$ cat src/omsel_regs.vh
// timing constants, mode codes and reset values for the operating mode selector
// assumes a 10 MHz system clock; counts are derived from times in ms
`ifndef OMSEL_REGS_VH
`define OMSEL_REGS_VH
// =====================================================
// clock
`define OMSEL_CLK_KHZ 10000
// =====================================================
// press window times in ms
`define OMSEL_T_MIN_MS 50
`define OMSEL_T_SVC_MS 5000
`define OMSEL_T_MAX_MS 10000
// switchover delay in ms
`define OMSEL_T_SWITCH_MS 100
// lock input settle time in ms
`define OMSEL_T_LOCK_MS 20
// flash half period in ms
`define OMSEL_T_FLASH_MS 250
// debounce time in ms
`define OMSEL_T_DEB_MS 10
// =====================================================
// cycle counts derived from the times
`define OMSEL_CYC(ms) ((ms) * `OMSEL_CLK_KHZ)
// =====================================================
// mode codes
`define OMSEL_MODE_ONE 3'h0
`define OMSEL_MODE_TWO 3'h1
`define OMSEL_MODE_THREE 3'h2
`define OMSEL_MODE_FOUR 3'h3
`define OMSEL_MODE_SVC 3'h4
// reset value of the mode register
`define OMSEL_MODE_RESET 3'h0
`endif

$ cat src/omsel_top.v
// operating mode selector: pushbutton timing, key checks, mode outputs, backlight
// assumes button and key status inputs are asynchronous; lock, ack and readback are too
//
// Behaviour
// - restart into mode one or stored mode
// - power-on enters mode one unless CFG_RESTORE, regardless of key
// - error in modes 1-4 keeps mode and light
// - service error keeps output, lights all same
// - key valid throughout whole press, authorised at release
// - multiple buttons pressed rejects the change
// - chosen button of modes 1-4 lit steadily after release
// - free change among modes one to four
// - button one long press enters flashing service
// - service reachable from any mode
// - modes 1-4 need press 50 ms to 5 s
// - service needs press 5 s to 10 s
// - output rises after release plus switchover delay
// - at most one mode output high
// - key removal completes selection
// - configuration switch change while running is device error
// - stuck mode output is device error
// - device error held until power cycle
`timescale 1ns/1ps
`include "omsel_regs.vh"

module omsel_top #(
    parameter MIN_CYC = `OMSEL_CYC(`OMSEL_T_MIN_MS),
    parameter SVC_CYC = `OMSEL_CYC(`OMSEL_T_SVC_MS),
    parameter MAX_CYC = `OMSEL_CYC(`OMSEL_T_MAX_MS),
    parameter SWITCH_CYC = `OMSEL_CYC(`OMSEL_T_SWITCH_MS),
    parameter LOCK_CYC = `OMSEL_CYC(`OMSEL_T_LOCK_MS),
    parameter FLASH_CYC = `OMSEL_CYC(`OMSEL_T_FLASH_MS),
    parameter DEB_CYC = `OMSEL_CYC(`OMSEL_T_DEB_MS),
    parameter CHECK_CYC = `OMSEL_CYC(`OMSEL_T_SWITCH_MS)
) (
    // clock and reset
    input wire CLK_SYS,
    input wire NRST,
    // pushbuttons, one bit per button, high while pressed
    input wire [3:0] BUTTON,
    // transponder key status
    input wire KEY_VALID,
    input wire [4:0] KEY_AUTH,
    // configuration: 1 restarts into the stored mode
    input wire CFG_RESTORE,
    input wire [2:0] CFG_STORED_MODE,
    input wire [7:0] CFG_SWITCH,
    // controller handshake
    input wire MODE_LOCK,
    input wire OUT_ACK,
    // readback of the mode output pins
    input wire [4:0] MODE_SENSE,
    // internal fault report
    input wire INT_FAULT,
    // mode outputs
    output reg MODE_OUTPUT_ONE,
    output reg MODE_OUTPUT_TWO,
    output reg MODE_OUTPUT_THREE,
    output reg MODE_OUTPUT_FOUR,
    output reg SERVICE_MODE_OUTPUT,
    // pushbutton backlight and status
    output reg [3:0] BUTTON_LIGHT,
    output reg DEVICE_ERROR,
    output reg KEY_REMOVED
);

    // =====================================================
    // state codes of the selection sequencer
    localparam ST_INIT = 3'h0;
    localparam ST_IDLE = 3'h1;
    localparam ST_PRESS = 3'h2;
    localparam ST_WAIT = 3'h3;
    localparam ST_SWITCH = 3'h4;

    // =====================================================
    // input synchronisers: three stages, change once stages two and three agree
    wire [12:0] raw_in = {KEY_VALID, KEY_AUTH, MODE_LOCK, OUT_ACK, BUTTON, INT_FAULT};
    reg [12:0] sync1, sync2, sync3; // stage chain
    reg [12:0] clean; // agreed level
    always @(posedge CLK_SYS or negedge NRST) begin
        if (!NRST) begin
            sync1 <= 13'h0000;
            sync2 <= 13'h0000;
            sync3 <= 13'h0000;
            clean <= 13'h0000;
        end else begin
            sync1 <= raw_in;
            sync2 <= sync1;
            sync3 <= sync2;
            clean <= (sync2 & sync3) | (clean & (sync2 | sync3));
        end
    end
    wire key_valid = clean[12];
    wire [4:0] key_auth = clean[11:7];
    wire lock_raw = clean[6];
    wire ack = clean[5];
    wire [3:0] btn_raw = clean[4:1];
    wire int_fault = clean[0];

    // mode readback also passes three stages
    reg [4:0] sense1, sense2, sense3;
    always @(posedge CLK_SYS or negedge NRST) begin
        if (!NRST) begin
            sense1 <= 5'h00;
            sense2 <= 5'h00;
            sense3 <= 5'h00;
        end else begin
            sense1 <= MODE_SENSE;
            sense2 <= sense1;
            sense3 <= sense2;
        end
    end

    // configuration switch passes three stages too, so a one-cycle glitch cannot latch an error
    reg [7:0] cfg1, cfg2, cfg3;
    always @(posedge CLK_SYS or negedge NRST) begin
        if (!NRST) begin
            cfg1 <= 8'h00;
            cfg2 <= 8'h00;
            cfg3 <= 8'h00;
        end else begin
            cfg1 <= CFG_SWITCH;
            cfg2 <= cfg1;
            cfg3 <= cfg2;
        end
    end

    // =====================================================
    // per-button debounce: a level must hold DEB_CYC cycles
    wire [3:0] btn; // debounced buttons
    genvar gi;
    generate
        for (gi = 0; gi < 4; gi = gi + 1) begin : g_deb
            reg [23:0] deb_cnt; // cycles the raw level has differed
            reg btn_q; // one flip-flop per button keeps a single driver per bit
            assign btn[gi] = btn_q;
            always @(posedge CLK_SYS or negedge NRST) begin
                if (!NRST) begin
                    deb_cnt <= 24'h000000;
                    btn_q <= 1'b0;
                end else if (btn_raw[gi] == btn_q) begin
                    deb_cnt <= 24'h000000;
                end else if (deb_cnt >= DEB_CYC - 1) begin
                    deb_cnt <= 24'h000000;
                    btn_q <= btn_raw[gi];
                end else begin
                    deb_cnt <= deb_cnt + 24'h000001;
                end
            end
        end
    endgenerate

    // =====================================================
    // lock filter: the controller level is adopted after LOCK_CYC stable cycles
    reg lock_en; // 1 allows mode changes
    reg [23:0] lock_cnt;
    always @(posedge CLK_SYS or negedge NRST) begin
        if (!NRST) begin
            lock_en <= 1'b0;
            lock_cnt <= 24'h000000;
        end else if (lock_raw == lock_en) begin
            lock_cnt <= 24'h000000;
        end else if (lock_cnt >= LOCK_CYC - 1) begin
            lock_cnt <= 24'h000000;
            lock_en <= lock_raw;
        end else begin
            lock_cnt <= lock_cnt + 24'h000001;
        end
    end

    // =====================================================
    // flash timer for service backlighting
    reg [23:0] flash_cnt;
    reg flash;
    always @(posedge CLK_SYS or negedge NRST) begin
        if (!NRST) begin
            flash_cnt <= 24'h000000;
            flash <= 1'b0;
        end else if (flash_cnt >= FLASH_CYC - 1) begin
            flash_cnt <= 24'h000000;
            flash <= ~flash;
        end else begin
            flash_cnt <= flash_cnt + 24'h000001;
        end
    end

    // =====================================================
    // selection sequencer
    reg [2:0] state;
    reg [2:0] mode; // active mode
    reg [2:0] target; // mode chosen by the last press
    reg [3:0] press_btn; // button held in this press
    reg press_ok; // key stayed valid, single button
    reg [27:0] press_cnt; // press duration
    reg [23:0] sw_cnt; // switchover delay counter
    reg [7:0] cfg_seen; // switch setting captured after reset
    reg fault; // device error latch
    reg key_prev;

    // one-hot count check on the button vector
    wire multi = (btn[0] & btn[1]) | (btn[0] & btn[2]) | (btn[0] & btn[3]) |
                 (btn[1] & btn[2]) | (btn[1] & btn[3]) | (btn[2] & btn[3]);

    // authorisation for the pressed button under the chosen window
    reg [2:0] pick;
    reg pick_ok;
    always @* begin
        pick = mode;
        pick_ok = 1'b0;
        if (press_cnt > MIN_CYC && press_cnt < SVC_CYC) begin
            case (press_btn)
                4'h1: begin pick = `OMSEL_MODE_ONE; pick_ok = key_auth[0]; end
                4'h2: begin pick = `OMSEL_MODE_TWO; pick_ok = key_auth[1]; end
                4'h4: begin pick = `OMSEL_MODE_THREE; pick_ok = key_auth[2]; end
                4'h8: begin pick = `OMSEL_MODE_FOUR; pick_ok = key_auth[3]; end
                default: pick_ok = 1'b0;
            endcase
        end else if (press_cnt > SVC_CYC && press_cnt < MAX_CYC && press_btn == 4'h1) begin
            pick = `OMSEL_MODE_SVC;
            pick_ok = key_auth[4];
        end
    end

    always @(posedge CLK_SYS or negedge NRST) begin
        if (!NRST) begin
            state <= ST_INIT;
            mode <= `OMSEL_MODE_RESET;
            target <= `OMSEL_MODE_RESET;
            press_btn <= 4'h0;
            press_ok <= 1'b0;
            press_cnt <= 28'h0000000;
            sw_cnt <= 24'h000000;
            cfg_seen <= 8'h00;
            fault <= 1'b0;
            key_prev <= 1'b0;
            KEY_REMOVED <= 1'b0;
        end else begin
            key_prev <= key_valid;
            KEY_REMOVED <= key_prev & ~key_valid; // selection already done
            // device faults latch until power cycle
            // the switch is judged only once its settled value has been captured
            if (state != ST_INIT && state != ST_SWITCH && cfg2 == cfg3 && cfg3 != cfg_seen)
                fault <= 1'b1;
            if (int_fault)
                fault <= 1'b1;
            case (state)
                ST_INIT: begin
                    // restart mode chosen by the configuration
                    if (CFG_RESTORE && CFG_STORED_MODE <= `OMSEL_MODE_SVC)
                        mode <= CFG_STORED_MODE;
                    else
                        mode <= `OMSEL_MODE_ONE;
                    sw_cnt <= 24'h000000;
                    state <= ST_SWITCH;
                end
                ST_IDLE: begin
                    // a fault freezes the mode; no new press is taken
                    if (!fault && !DEVICE_ERROR && |btn) begin
                        press_btn <= btn;
                        press_ok <= key_valid & ~multi;
                        press_cnt <= 28'h0000001;
                        state <= ST_PRESS;
                    end
                end
                ST_PRESS: begin
                    if (!key_valid || multi || (|(btn & ~press_btn)))
                        press_ok <= 1'b0;
                    if (press_cnt != 28'hFFFFFFF)
                        press_cnt <= press_cnt + 28'h0000001;
                    if (btn == 4'h0) begin
                        // evaluate at release
                        if (press_ok && pick_ok && lock_en && !fault && !DEVICE_ERROR) begin
                            target <= pick;
                            sw_cnt <= 24'h000000;
                            state <= ST_WAIT;
                        end else begin
                            state <= ST_IDLE;
                        end
                    end
                end
                ST_WAIT: begin
                    // all mode outputs are dark during the delay
                    if (sw_cnt >= SWITCH_CYC - 1 && ack) begin
                        // an error during the delay brings back the old mode after the full gap
                        if (!fault && !DEVICE_ERROR)
                            mode <= target;
                        state <= ST_IDLE;
                    end else if (sw_cnt < SWITCH_CYC - 1) begin
                        sw_cnt <= sw_cnt + 24'h000001;
                    end
                end
                ST_SWITCH: begin
                    // power-on delay before the first output rises
                    cfg_seen <= cfg3; // settled switch; needs SWITCH_CYC of three or more
                    if (sw_cnt >= SWITCH_CYC - 1)
                        state <= ST_IDLE;
                    else
                        sw_cnt <= sw_cnt + 24'h000001;
                end
                default: state <= ST_IDLE;
            endcase
        end
    end

    // =====================================================
    // stuck-output check: readback must match drive; CHECK_CYC must exceed the whole readback lag
    reg [4:0] drive;
    reg [23:0] mis_cnt;
    always @(posedge CLK_SYS or negedge NRST) begin
        if (!NRST) begin
            mis_cnt <= 24'h000000;
            DEVICE_ERROR <= 1'b0;
        end else begin
            if (sense3 != drive && sense2 == sense3) begin
                if (mis_cnt >= CHECK_CYC - 1)
                    DEVICE_ERROR <= 1'b1;
                else
                    mis_cnt <= mis_cnt + 24'h000001;
            end else begin
                mis_cnt <= 24'h000000;
            end
            if (fault)
                DEVICE_ERROR <= 1'b1;
        end
    end

    // =====================================================
    // output stage: one-hot from the active mode, dark while switching
    always @* begin
        drive = 5'h00;
        if (state == ST_IDLE || state == ST_PRESS)
            drive[mode] = 1'b1;
    end

    always @(posedge CLK_SYS or negedge NRST) begin
        if (!NRST) begin
            MODE_OUTPUT_ONE <= 1'b0;
            MODE_OUTPUT_TWO <= 1'b0;
            MODE_OUTPUT_THREE <= 1'b0;
            MODE_OUTPUT_FOUR <= 1'b0;
            SERVICE_MODE_OUTPUT <= 1'b0;
            BUTTON_LIGHT <= 4'h0;
        end else begin
            // outputs keep the mode through an error
            MODE_OUTPUT_ONE <= drive[0];
            MODE_OUTPUT_TWO <= drive[1];
            MODE_OUTPUT_THREE <= drive[2];
            MODE_OUTPUT_FOUR <= drive[3];
            SERVICE_MODE_OUTPUT <= drive[4];
            if (mode == `OMSEL_MODE_SVC)
                BUTTON_LIGHT <= (fault || DEVICE_ERROR) ? 4'hF : {4{flash}};
            else if (drive != 5'h00)
                BUTTON_LIGHT <= 4'h1 << mode[1:0];
            else
                BUTTON_LIGHT <= 4'h0;
        end
    end

endmodule // omsel_top

$ cat config.mk
export PLATFORM = sky130hd
export DESIGN_NAME = omsel_top
export DESIGN_NICKNAME = d
export VERILOG_FILES = /design/src/omsel_top.v
export VERILOG_INCLUDE_DIRS = /design/src
export SDC_FILE = /design/constraint.sdc
export NUM_CORES = 1
export LEC_CHECK = 0
export BUFFER_PORTS_ARGS = -buffer_cell sky130_fd_sc_hd__clkbuf_2
export CAP_MARGIN = 20
export CORE_MARGIN = 4
export CORE_UTILIZATION = 45
export DETAILED_ROUTE_END_ITERATION = 7
export PLACE_DENSITY_LB_ADDON = 0.05
export SYNTH_ARGS = -nofsm -noshare
export SYNTH_HDL_FRONTEND = slang
export SYNTH_SLANG_ARGS = --single-unit
$ cat constraint.sdc
create_clock -name CLK_SYS -period 7.7 [get_ports CLK_SYS]
set_clock_uncertainty 0.2 [all_clocks]
set_input_delay 0.385 -clock CLK_SYS [delete_from_list [all_inputs] [get_ports CLK_SYS]]
set_output_delay 0.385 -clock CLK_SYS [all_outputs]
set_load 0.01 [all_outputs]
==> metrics.md <==
| Metric | Value |
|---|---|
| CP Class | flip-flop to flip-flop |
| Pwr/cell area | 225 mW/mm² |
| Fin. Hold Viols | 0 |
| Initial antenna violation count | 1 |
| Post-synth EDFFs | 0 |
| Hold path start | CFG_STORED_MODE[0] |
| Starting Density | 45.8% |
| CTS H-Tree Depth | 2 |
| Cells after Synth | 1369 |
| Clk pin slew, worst setup/hold paths | 0.06 ns |
| Synth area leaders | dfrtp_1, nor2_1, xor2_1 |
| Most used DFF post-synth | dfrtp_1 |
| Slew of the pin with the lowest slew margin | 1.04 ns |
| Core ar. | ~0.033 mm² |
| Worst skew pair latency | about 0.53 ns |
| Max stage delay on crit path | between 0.6 and 0.7 ns |
| TNS Setup | 0 ns |
| Clock Sinks | 352 |
| Peak supply drop | 184 µV |
| Pleak | 7.37 nW |
| Initial DRC count | ~570 |
| Remaining Overflow, GRT | 0 |
| PortBufs | 42 |
| Post-Syn Area | 0.0150 mm² |
| First-pass DRT Iterations | 6 |
| CP cell instances | ha_1 > and4_1 > a2111o_1 > a2111oi_0 > o31a_1 > nor4b_2 > xnor2_1 > nor2_1 |
| Final Core Density | 53.0% |
| Ys Warns | 0 |
| Maxcap violations | 0 |
| Root Buffer | clkbuf_16 |
| Commonest non-fill, non-tap cells in the layout | dfrtp_1, nor2_1, nand2_1 |
| Total Wirelength | 28600 µm |
| Vias | 9818 |
| Top Ports | 43 |
| ANT nets after route | 0 |
| Max Fclk | 302 MHz |
| CP Launch Type | flip-flop |
| Crit path DAT | 3.52 ns |
| Hpwl dp | 18700 µm |
| Combinational share of power | under 10% |
| Clock buffer depth | 3 |
| Final Critical Period | 3.31 ns |
| Die Wd | 190 µm |
| RSZ-0062 raised after global routing | false |
| Final-stage net count | 1522 |
| DRC Markers | 0 |
| Multi-input logic area | 0.00602 mm² |
| Filler instances | 2977 |
| Flip-flop and latch count after synthesis | approximately 350 |
| CP top delay family | compound AO/OA/AOI/OAI gates |
| Via density per instance | 5.03 |
| Crit. End Element | flip-flop |
| NetSw | about 0.00083 W |
| DR WL/cell | 14.7 µm |
| Mapped Avg Cell Area | 10.9 µm² |
| Pint | 0.00307 W |
| Post-DP Area | 0.0158 mm² |
| Layout overhead on the synthesized area | 15.7% |
| TritonCTS clock tree | yes |
| CP max-delay cell | o31a_1 |
| Rows | 66 |
| Switching share of power | 21.2% |
| Die Y | 190 µm |
| Cell area after layout | 0.0173 mm² |
| Hold WC Path Type | primary input to flip-flop |
| GPL Wtd Cong | 0.786 |
| Total CTS buffers | 40 |
| Largest net degree at the start of global routing | 137 |
| Worst r2r src | mis_cnt[0] |
| Most common cell after layout, fill and taps aside | dfrtp_1 |
| Period utilization | 43.0% |
| First-pass GRT wire length | 50100 µm |
| Async SR Flop Fraction | 100% |
| Library cells used by synthesis | 81 |
| Reg power frac | 49.6% |
| Seq. cell area | 0.00881 mm² |
| CP required | 7.91 ns |
| Layout cells sized above 1 | 10.2% |
| Count of final max-slew check failures | 0 |
| Yosys top cell by area | dfrtp_1 |
| Die ar. | 0.0363 mm² |
| Top cell type's share of synthesized area | 58.8% |
| All-Layer GR Usage | 16.5% |
| Clk pwr share | 47.7% |
| Vias in the first global route | 9834 |
| Critical path fanouts, max | 20 |
| Worst setup path start | mis_cnt[0] |
| Register area share after synthesis | 58.8% |
| Status | complete, no violations |
| Worst slew margin | 30.7% |
| Final setup fails | 0 |
| WP buf/inv | 0 |
| Post-CTS resize count | 0 |
sequential cells by signal, summed over array words and instances (netlist names), 24 cells and up:
| signal | flops |
|---|---|
| lock_cnt | 24 |
| flash_cnt | 24 |
| g_deb.deb_cnt | 96 |
| mis_cnt | 24 |
| sw_cnt | 24 |
| press_cnt | 28 |
worst paths after layout:
check                         endpoint  slack [ns]  cells after the start
setup reg to reg           mis_cnt[14]        4.39                      8
setup / recovery           mis_cnt[14]        4.39                      8
hold / removal                 mode[0]        0.12                      4
hold reg to reg               sync2[1]        0.15                      0
max in group asynchronous  lock_cnt[9]        5.74                      3
min in group asynchronous  cfg_seen[6]        0.20                      2
timing repair:
item | in CTS | in global routing
endpoints found under the hold margin | 90 | 0
hold buffers | 27 | 0
buffers inserted | 0 | 0
Yosys cell counts, types with 12 or more instances:
| cell | n |
|---|---|
| a21oi_1 | 36 |
| a31oi_1 | 27 |
| and3_1 | 28 |
| and4_1 | 15 |
| clkbuf_1 | 27 |
| dfrtp_1 | 352 |
| inv_1 | 26 |
| maj3_1 | 14 |
| mux2_2 | 14 |
| nand2_1 | 104 |
| nand3_1 | 62 |
| nand4_1 | 33 |
| nor2_1 | 222 |
| nor3_1 | 26 |
| nor4_1 | 19 |
| o21ai_0 | 35 |
| or3_1 | 12 |
| xnor2_1 | 69 |
| xor2_1 | 91 |
metal layers:
layer / global-route usage (%) / part of all wire (%) / vias up
li1: - / - / 4939
met1: 24.3 / 50 / 4743
met2: 25.5 / 45 / 97
met3: 2.91 / 3.4 / 39
met4: 4.20 / 1.7 / 0
met5: 0 / 0 / -
cells by family (layout without fill, tap and decap cells):
kind of cell / after synthesis / after routing / synth area share, %
simple gates: 590 / 590 / 19.6
fa+ha+maj: 24 / 24 / 1.77
other cells: 1 / 37 / 0.0250
buf+inv: 68 / 171 / 1.95
flops: 352 / 352 / 58.8
compound gates: 154 / 154 / 6.89
mux: 19 / 19 / 1.45
xor+xnor: 161 / 161 / 9.47
stage by stage:
| stage | power (W) | worst slack, ns | std cells | hold WS (ns) |
|---|---|---|---|---|
| floorplan | 0.00199 | 5.05 | 1404 | -0.111 |
| global placement | 0.00206 | 4.45 | 1853 | 0.133 |
| detailed placement | 0.00207 | 4.37 | 1853 | 0.135 |
| CTS | 0.00397 | 4.36 | 1949 | 0.0926 |
| global route | 0.00407 | 4.00 | 1950 | 0.135 |
| finish | 0.00390 | 4.39 | 1950 | 0.121 |
cell type report:
type,instances,area share [%]
clock inverters,12,0.931
repair buffers,76,3.21
diodes,1,0.0144
multi-input cells,984,34.7
clock buffers,57,6.55
inverters,26,0.563
flip-flops and latches,352,50.8
well taps,442,3.19
power groups by stage:
stage / sequential [W] / combinational (W) / clock (W)
5_1_grt: 0.00194 / 0.000124 / 0.00201
4_1_cts: 0.00193 / 0.000112 / 0.00193
3_3_place_gp: 0.00196 / 0.0000998 / 0
3_5_place_dp: 0.00197 / 0.000101 / 0
6_report: 0.00193 / 0.000107 / 0.00186
2_1_floorplan: 0.00195 / 0.0000414 / 0
worst reg2reg max path: stages, from the launching register on:
cell	delay, ns
dfrtp_1	0.41
ha_1	0.27
and4_1	0.24
a2111o_1	0.42
a2111oi_0	0.42
o31a_1	0.69
nor4b_2	0.36
xnor2_1	0.15
nor2_1	0.05
(Power assumes the default switching activity.)
